`config.mk`:
```
export PLATFORM = sky130hd
export DESIGN_NAME = scoc_card
export DESIGN_NICKNAME = d
export VERILOG_FILES = /design/src/scoc_pkg.sv /design/src/scoc_card.sv
export SDC_FILE = /design/constraint.sdc
export NUM_CORES = 1
export LEC_CHECK = 0
export BUFFER_PORTS_ARGS = -buffer_cell sky130_fd_sc_hd__buf_2
export CORE_MARGIN = 1
export CORE_UTILIZATION = 41
export CTS_CLUSTER_DIAMETER = 30
export DETAILED_ROUTE_END_ITERATION = 10
export GPL_TIMING_DRIVEN = 0
export PLACE_DENSITY_LB_ADDON = 0.1
export SETUP_SLACK_MARGIN = 0.4
export SLEW_MARGIN = 20
export SYNTH_ARGS = -nofsm -noshare
export SYNTH_HDL_FRONTEND = slang
export SYNTH_SLANG_ARGS = --single-unit
```
`constraint.sdc`:
```
create_clock -name clk -period 2.2 [get_ports clk]
set_input_delay 0.22 -clock clk [delete_from_list [all_inputs] [get_ports clk]]
set_output_delay 0.22 -clock clk [all_outputs]
set_load 0.02 [all_outputs]
```
`src/scoc_pkg.sv`:
```
/*
 * shared constants for the serial control option card: register map,
 * field positions, reset values and clock ratios.
 * assumes a 100 MHz system clock and 32-bit apb word addressing.
 */
package scoc_pkg;
	// apb register byte offsets
	localparam logic [7:0] OFS_CTRL   = 8'h00;
	localparam logic [7:0] OFS_POD    = 8'h04;
	localparam logic [7:0] OFS_COUNT  = 8'h08;
	localparam logic [7:0] OFS_BAUD   = 8'h0C;
	localparam logic [7:0] OFS_STATUS = 8'h10;
	// control register fields
	localparam int CTRL_IRQ_EN  = 0;
	localparam int CTRL_TX_GATE = 1;
	localparam int CTRL_LOAD    = 2;
	localparam int CTRL_POD_LO  = 4;
	// count register command bits
	localparam int CMD_CLEAR  = 0;
	localparam int CMD_PRESET = 1;
	// burst counter values
	localparam logic [3:0] CNT_PRESET = 4'hE;
	localparam logic [3:0] CNT_TC_8   = 4'h8;
	localparam logic [3:0] CNT_TC_1   = 4'hF;
	// reset values
	localparam logic [7:0]  CTRL_RST  = 8'h00;
	localparam logic [15:0] BAUD_RST  = 16'h0000;
	// processor clock 6.2016 MHz over card clock ~3.2 MHz
	localparam real PROC_CLK_MHZ = 6.2016;
	localparam real CARD_CLK_MHZ = 3.2;
	localparam int  CARD_DIV = int'(PROC_CLK_MHZ / CARD_CLK_MHZ);
	// last count of a half period, so the card clock period is CARD_DIV
	localparam logic [3:0] CARD_DIV_LAST = 4'(CARD_DIV / 2 - 1);
	// synchronised pin bundle width
	localparam int PIN_W = 20;
endpackage : scoc_pkg

```
`src/scoc_card.sv`:
```
/*
 * serial control option card: bus buffer gating, address latch and
 * decode, serial-port interrupt gating, card clock divider, baud timer
 * and the pod shift register with its burst counter.
 * assumes the uart and pod are outside; all their pins are asynchronous.
 */
// Behaviour
// data buffer joined only while slot selected
// latch low address byte on strobe
// decoder enabled by slot select and A15
// decode rom/ram on memory, uart/id on io
// processor reads id then picks slot line
// serial port uses txd, rxd, dsr only
// processor programs uart before transfers
// interrupt on tx empty or rx full
// interrupt passed only while card enabled
// tx empty interrupt gated by transmit mode
// card clock divided from processor clock
// baud timer gives sixteen times baud rate
// pod control and choose lines from port
// pod clock, outbound and inbound through buffer
// load high loads byte, low shifts out
// load low shifts pod data in
// pod clock uses the card clock divider
// cleared counter passes eight clocks, halts
// preset 1110 passes one clock, halts
// shift register runs msb first
// processor reset silences irq, buffer, counter
`timescale 1ns/1ps
`default_nettype none
module scoc_card import scoc_pkg::*; (
	// clock and reset
	input  wire logic        clk,
	input  wire logic        rst,
	// apb slave
	input  wire logic        psel,
	input  wire logic        penable,
	input  wire logic        pwrite,
	input  wire logic [7:0]  paddr,
	input  wire logic [31:0] pwdata,
	output logic             pready,
	output logic [31:0]      prdata,
	output logic             pslverr,
	// processor bus pins
	input  wire logic        slot_select,
	input  wire logic        addr_a15,
	input  wire logic        addr_a14,
	input  wire logic        io_m,
	input  wire logic        ale,
	input  wire logic        proc_reset_out,
	input  wire logic [7:0]  ad_in,
	output logic             data_buf_en_n,
	output logic [7:0]       latched_addr,
	output logic             prog_rom_sel_n,
	output logic             scratch_ram_sel_n,
	output logic             serial_port_sel_n,
	output logic             id_buffer_sel_n,
	output logic             card_irq_out_n,
	// uart chip side
	input  wire logic        tx_buffer_empty,
	input  wire logic        rx_buffer_full,
	input  wire logic        uart_txd,
	output logic             uart_rxd,
	output logic             dsr_seen,
	output logic             divided_card_clock,
	output logic             baud_tick,
	// serial port pins
	output logic             txd,
	input  wire logic        rxd,
	input  wire logic        dsr,
	// emulator pod link
	output logic             pod_ctrl_0,
	output logic             pod_ctrl_1,
	output logic             pod_choose_0,
	output logic             pod_choose_1,
	output logic             pod_shift_clock,
	output logic             pod_outbound_line,
	input  wire logic        pod_inbound_line
);
	logic [PIN_W-1:0] pin_s1_ff, pin_s2_ff;
	logic        slot_s, a15_s, a14_s, io_s, ale_s, prst_s, txe_s, rxf_s;
	logic        txd_s, rxd_s, dsr_s, inb_s;
	logic [7:0]  ad_s;
	logic        ale_d_ff;
	logic        pready_ff, pslverr_ff;
	logic [31:0] prdata_ff;
	logic [7:0]  ctrl_ff, pod_data_ff, sr_ff, lat_ff;
	logic [15:0] baud_reload_ff, baud_cnt_ff;
	logic [3:0]  cnt_ff, div_ff;
	logic        card_en, card_clk_ff, running, pod_pulse;
	logic        wr_acc, rd_acc, addr_ok, cmd_clear, cmd_preset, baud_wr;
	logic        dec_en, irq_req;
	logic        buf_n_ff, rom_n_ff, ram_n_ff, uart_n_ff, id_n_ff, irq_n_ff;
	logic        txd_ff, rxd_ff, dsr_ff, tick_ff, pclk_ff, out_ff;
	logic [31:0] nxt_prdata;
	// two-stage capture of every asynchronous pin
	always_ff @(posedge clk) begin
		if (rst) begin
			pin_s1_ff <= '0;
			pin_s2_ff <= '0;
		end else begin
			pin_s1_ff <= {slot_select, addr_a15, addr_a14, io_m, ale, proc_reset_out,
				tx_buffer_empty, rx_buffer_full, uart_txd, rxd, dsr, pod_inbound_line, ad_in};
			pin_s2_ff <= pin_s1_ff;
		end
	end
	assign {slot_s, a15_s, a14_s, io_s, ale_s, prst_s, txe_s, rxf_s,
		txd_s, rxd_s, dsr_s, inb_s, ad_s} = pin_s2_ff;
	// apb decode; writes land on the edge that sees pready high
	assign wr_acc     = psel & penable & pready_ff & pwrite;
	assign rd_acc     = psel & penable & ~pready_ff & ~pwrite;
	assign addr_ok    = paddr inside {OFS_CTRL, OFS_POD, OFS_COUNT, OFS_BAUD, OFS_STATUS};
	assign cmd_clear  = wr_acc & (paddr == OFS_COUNT) & pwdata[CMD_CLEAR];
	assign cmd_preset = wr_acc & (paddr == OFS_COUNT) & pwdata[CMD_PRESET];
	assign baud_wr    = wr_acc & (paddr == OFS_BAUD);
	// read mux, registered so the bus sees flop outputs
	always_comb begin
		nxt_prdata = '0;
		unique case (paddr)
			OFS_CTRL:   nxt_prdata[7:0] = ctrl_ff;
			OFS_POD:    nxt_prdata[7:0] = sr_ff;
			OFS_COUNT:  nxt_prdata[4:0] = {~running, cnt_ff};
			OFS_BAUD:   nxt_prdata[15:0] = baud_reload_ff;
			OFS_STATUS: nxt_prdata[3:0] = {~running, dsr_s, rxf_s, txe_s};
			default:    nxt_prdata = '0;
		endcase
	end
	// one wait state, then answer; unmapped offsets get pslverr
	always_ff @(posedge clk) begin
		if (rst) begin
			pready_ff  <= 1'b0;
			pslverr_ff <= 1'b0;
			prdata_ff  <= '0;
		end else begin
			pready_ff  <= psel & penable & ~pready_ff;
			pslverr_ff <= psel & penable & ~pready_ff & ~addr_ok;
			prdata_ff  <= rd_acc ? nxt_prdata : '0;
		end
	end
	// software registers: control port and pod byte
	always_ff @(posedge clk) begin
		if (rst) begin
			ctrl_ff     <= CTRL_RST;
			pod_data_ff <= '0;
		end else if (wr_acc && paddr == OFS_CTRL) begin
			ctrl_ff <= pwdata[7:0];
		end else if (wr_acc && paddr == OFS_POD) begin
			pod_data_ff <= pwdata[7:0];
		end
	end
	// card clock divider; also times the pod shift clock
	always_ff @(posedge clk) begin
		if (rst) begin
			div_ff      <= '0;
			card_clk_ff <= 1'b0;
		end else if (div_ff == CARD_DIV_LAST) begin
			div_ff      <= '0;
			card_clk_ff <= ~card_clk_ff;
		end else begin
			div_ff <= div_ff + 4'd1;
		end
	end
	assign card_en   = (div_ff == CARD_DIV_LAST) & ~card_clk_ff;
	assign running   = (cnt_ff != CNT_TC_8) && (cnt_ff != CNT_TC_1);
	assign pod_pulse = card_en & running;
	// burst counter: halts on either terminal count until told again
	always_ff @(posedge clk) begin
		if (rst || prst_s) begin
			cnt_ff <= CNT_TC_1;
		end else if (cmd_clear) begin
			cnt_ff <= '0;
		end else if (cmd_preset) begin
			cnt_ff <= CNT_PRESET;
		end else if (pod_pulse) begin
			cnt_ff <= cnt_ff + 4'd1;
		end
	end
	// shift register: parallel load or msb-first shift on each pod clock
	always_ff @(posedge clk) begin
		if (rst) begin
			sr_ff <= '0;
		end else if (pod_pulse && ctrl_ff[CTRL_LOAD]) begin
			sr_ff <= pod_data_ff;
		end else if (pod_pulse) begin
			sr_ff <= {sr_ff[6:0], inb_s};
		end
	end
	// pod line buffer; clock pulses only while the burst runs
	always_ff @(posedge clk) begin
		if (rst) begin
			pclk_ff <= 1'b0;
			out_ff  <= 1'b0;
		end else begin
			pclk_ff <= pod_pulse;
			out_ff  <= sr_ff[7];
		end
	end
	// baud timer, reloaded by software when a transfer starts
	always_ff @(posedge clk) begin
		if (rst) begin
			baud_reload_ff <= BAUD_RST;
			baud_cnt_ff    <= BAUD_RST;
			tick_ff        <= 1'b0;
		end else if (baud_wr) begin
			baud_reload_ff <= pwdata[15:0];
			baud_cnt_ff    <= pwdata[15:0];
			tick_ff        <= 1'b0;
		end else if (baud_cnt_ff == '0) begin
			baud_cnt_ff <= baud_reload_ff;
			tick_ff     <= (baud_reload_ff != '0); // zero reload keeps it quiet
		end else begin
			baud_cnt_ff <= baud_cnt_ff - 16'd1;
			tick_ff     <= 1'b0;
		end
	end
	// three-wire serial port passed between pins and uart
	always_ff @(posedge clk) begin
		if (rst) begin
			txd_ff <= 1'b1;
			rxd_ff <= 1'b1;
			dsr_ff <= 1'b0;
		end else begin
			txd_ff <= txd_s;
			rxd_ff <= rxd_s;
			dsr_ff <= dsr_s;
		end
	end
	// slot gating and address latch; the latch keeps taking strobes through a reset pulse
	assign dec_en = slot_s & a15_s;
	always_ff @(posedge clk) begin
		if (rst) begin
			buf_n_ff <= 1'b1;
			ale_d_ff <= 1'b0;
			lat_ff   <= '0;
		end else begin
			buf_n_ff <= ~slot_s | prst_s;
			ale_d_ff <= ale_s;
			if (ale_s && !ale_d_ff) begin
				lat_ff <= ad_s;
			end
		end
	end
	// window decode; io_m high marks an io cycle
	always_ff @(posedge clk) begin
		if (rst) begin
			{rom_n_ff, ram_n_ff, uart_n_ff, id_n_ff} <= 4'hF;
		end else begin
			rom_n_ff  <= ~(dec_en & ~io_s & ~a14_s);
			ram_n_ff  <= ~(dec_en & ~io_s & a14_s);
			uart_n_ff <= ~(dec_en & io_s & ~a14_s);
			id_n_ff   <= ~(dec_en & io_s & a14_s);
		end
	end
	// interrupt: tx empty only in transmit mode, all gated by enable
	assign irq_req = (txe_s & ctrl_ff[CTRL_TX_GATE]) | rxf_s;
	always_ff @(posedge clk) begin
		if (rst || prst_s) begin
			irq_n_ff <= 1'b1;
		end else begin
			irq_n_ff <= ~(ctrl_ff[CTRL_IRQ_EN] & irq_req);
		end
	end
	// outputs
	assign pready             = pready_ff;
	assign prdata             = prdata_ff;
	assign pslverr            = pslverr_ff;
	assign data_buf_en_n      = buf_n_ff;
	assign latched_addr       = lat_ff;
	assign prog_rom_sel_n     = rom_n_ff;
	assign scratch_ram_sel_n  = ram_n_ff;
	assign serial_port_sel_n  = uart_n_ff;
	assign id_buffer_sel_n    = id_n_ff;
	assign card_irq_out_n     = irq_n_ff;
	assign uart_rxd           = rxd_ff;
	assign dsr_seen           = dsr_ff;
	assign divided_card_clock = card_clk_ff;
	assign baud_tick          = tick_ff;
	assign txd                = txd_ff;
	assign {pod_choose_1, pod_choose_0, pod_ctrl_1, pod_ctrl_0} = ctrl_ff[7:CTRL_POD_LO];
	assign pod_shift_clock    = pclk_ff;
	assign pod_outbound_line  = out_ff;
endmodule : scoc_card
`default_nettype wire

```
==> results.py <==
metrics = {
    "power": {
        "ir_drop_mv": 0.484,
        "clkPwrFrac_pct": 35.1,
        "power_frac_seq_pct": 35.9,
        "p_int_uw": 6070,
        "power_uw": 8650,
        "swShare_pct": 29.9,
        "p_leak_uw": 0.00315,
        "combPwrFrac_pct": 29.0,
        "net-switching-power_uw": 2580,
        "power_density_nw_per_um2": 1150,
    },
    "cells_and_area": {
        "layout.nets": 819,
        "drive_gt1_share_pct": 30.4,
        "antenna_cells": 0,
        "fin_area_um2": 7530,
        "area_growth_syn_to_layout_pct": 32.1,
        "most-common-layout-cells": "dfxtp_1 (136), buf_2 (91), nand2_1 (57), nor2_1 (52), a21oi_1 (46)",
        "fillers": 1229,
        "final_common_cell": "dfxtp_1",
        "utilization_pct": 56.2,
    },
    "sta": {
        "slew_headroom_pct": 48.3,
        "rsz0062_at_grt": "yes",
        "max_freq_mhz": 507,
        "setup_violations": 0,
        "period_needed_ps": 1970,
        "worst_slew_pin_slew_ps": 775,
        "finClkSkew_ps": 9.30,
        "finalCritPeriodShare_pct": 89.6,
        "final-hold-violation-count": 0,
        "drv_slew": 0,
        "whs_ps": 9.92,
    },
    "floorplan": {
        "num_io_pins": 124,
        "die_area_um2": 14400,
        "core-area_um2": 13400,
        "start_util_pct": 42.5,
        "rows": 42,
        "die_w_um": 120,
        "die_h_um": 120,
    },
    "yosys": {
        "syn_area_um2": 5700,
        "synth_compound_area_share_pct": 11.3,
        "muxShareOfSynthArea_pct": 7.27,
        "yosysTopAreaCellShare_pct": 50.6,
        "syn-instance-count": 599,
        "synth-simple-area-share_pct": 22.0,
        "yosysWarningCount": 0,
        "synth-edff-count": 0,
        "yosysSeqAreaShare_pct": 50.6,
        "ys_ff_latch": 144,
        "synth_xor_area_share_pct": 1.69,
        "synth_top_family_by_area": "simple AND/OR/NAND/NOR gates",
        "synthAdderAreaFrac_pct": 1.32,
        "synth_ff_type": "dfxtp_1",
        "yosysTopAreaCell": "dfxtp_1",
        "async_flop_share_pct": 0,
        "synth_cell_type_count": 58,
        "syn_area_per_cell_um2": 9.51,
        "synth_area_leaders": "dfxtp_1 (51%), mux2i_1 (5.1%), nor2b_1 (5.1%), a21oi_1 (4.0%), nand2_1 (3.8%)",
    },
    "global_route": {
        "grt_usage_pct": 21.6,
        "antenna_found_initial": 0,
        "grt_pass1_wl_um": 23300,
        "overflow": 0,
        "grt_pass1_vias": 4504,
        "grt_max_degree": 17,
    },
    "placement": {
        "gp_congestion": 0.806,
        "io_buffers": 88,
        "hpwlAfterDp_um": 10700,
        "placed_area_um2": 6450,
    },
    "cts": {
        "cts_root_buf": "clkbuf_16",
        "cts_tree": "built",
        "cts.reportedPaths.clkPinSlew_ps": 50,
        "clk_latency_ps": 430,
        "cts_buffers": 17,
        "clkSinkCount": 144,
        "clk_path_buf_depth": 2,
        "cts_htree_levels": 4,
    },
    "critical_path": {
        "crit_required_ps": 2480,
        "end_kind": "flip-flop",
        "worst_ep_arrival_time_ps": 2250,
        "reg2reg_to": "baud_cnt_ff[3]",
        "rr_worst_depth": 6,
        "path_max_fanout": 8,
        "reg2reg_slack_ps": 230,
        "critPathKind": "flip-flop to flip-flop",
        "startpoint_type": "flip-flop",
        "r2r-start": "baud_cnt_ff[2]",
    },
    "job": {
        "drv_cap": 0,
    },
    "route": {
        "drcViolationCount": 0,
        "route.met2.wl_um": 7150,
        "drt-initial-drc-count": 300,
        "drtAntennaViolNets": 0,
        "met1_length_um": 6890,
        "wire_per_inst_um": 16.3,
        "finalWirelength_um": 15300,
        "dr.pass1.iters": 7,
        "viasPerCell": 5.10,
        "via_count": 4769,
        "met3WireLength_um": 880,
        "top_layer_used": "met4",
    },
    "hold_path": {
        "hold_end": "baud_cnt_ff[10]",
        "worstHoldStart": "pwdata[10]",
        "hold_depth": 3,
        "hold_path_class": "primary input to flip-flop",
    },
    "status": {
        "outcome": "finished, final reports clean",
    },
}
[power groups by stage]
stage                     Combinational, µW  Clock (µW)  Sequential (µW)
after detailed placement               1910           0             3110
after floorplan                        1480           0             3080
after CTS                              2160        3070             3070
final                                  2510        3040             3100
after global routing                   2710        3180             3140
after global placement                 1870           0             3110
[worst max path at each step]
stage	cells after the start	slack, ps	endpoint	start
4_1_cts	7	230	baud_cnt_ff[2]	baud_cnt_ff[1]
3_3_place_gp	5	-100	baud_cnt_ff[6]	paddr[1]
6_report	6	230	baud_cnt_ff[3]	baud_cnt_ff[2]
3_5_place_dp	5	-120	baud_cnt_ff[6]	paddr[1]
5_1_grt	7	180	baud_cnt_ff[1]	baud_cnt_ff[1]
2_1_floorplan	7	320	baud_cnt_ff[0]	baud_cnt_ff[1]
[registers in the layout (all words and copies together) (netlist names), 8 cells and up]
register        count
baud_cnt_ff        16
baud_reload_ff     16
ctrl_ff             8
latched_addr        8
pin_s1_ff          20
pin_s2_ff          20
pod_data_ff         8
prdata             16
sr_ff               8
[critical path: stages (launching register included)]
cell and delay (ps):
dfxtp_1 300, buf_6 140, or4b_4 560, or4_4 430, buf_6 150, o211ai_1 170, a21oi_1 80
[layer usage]
metal,vias up,global-route usage (%)
met1,2260,27.7
li1,2331,-
met4,0,8.98
met2,154,34.5
met5,-,0
met3,24,5.56
[Yosys cell counts (all sizes together), types with 8 or more instances]
library cell  instances
a211oi                8
nand3                19
nor4                 11
nor2b                46
buf                  30
a21oi                46
o211ai                8
dfxtp               144
and2                  9
mux2i                29
nor2                 55
clkbuf               19
nand2                58
o21ai                18
inv                  10
[timing repair]
| action | in CTS | in global routing |
|---|---|---|
| buffers inserted | 14 | 9 |
| hold buffers | 4 | 0 |
| endpoints found under the setup margin | 38 | 44 |
| resized for setup | 20 | 40 |
| endpoints found under the hold margin | 4 | 0 |
| pin swaps | 10 | 16 |
[cell families after synthesis]
| group | count (synthesis) |
|---|---|
| AO/OA/AOI/OAI | 104 |
| buffers and inverters | 59 |
| multiplexers | 35 |
| AND/OR/NAND/NOR | 239 |
| adder cells (fa/ha/maj) | 6 |
| XOR/XNOR | 11 |
| flip-flops | 144 |
| other | 1 |
[area by class of cell]
| type | count | area (µm²) | area share [%] |
|---|---|---|---|
| repair buffers | 115 | 673 | 8.94 |
| well taps | 176 | 220 | 2.93 |
| clock inverters | 9 | 156 | 2.08 |
| clock buffers | 21 | 470 | 6.25 |
| flip-flops and latches | 144 | 2900 | 38.5 |
| multi-input cells | 411 | 2750 | 36.5 |
| inverters | 10 | 40.0 | 0.532 |
| plain buffers | 49 | 319 | 4.24 |
[stage by stage]
stage	TNS [ps]	instances	worst slack [ps]
floorplan	0	614	315
global placement	-1070	878	-103
detailed placement	-1470	878	-117
CTS	0	926	228
global route	0	935	176
finish	0	935	229
Note: power is estimated with default switching activity, not from simulation.
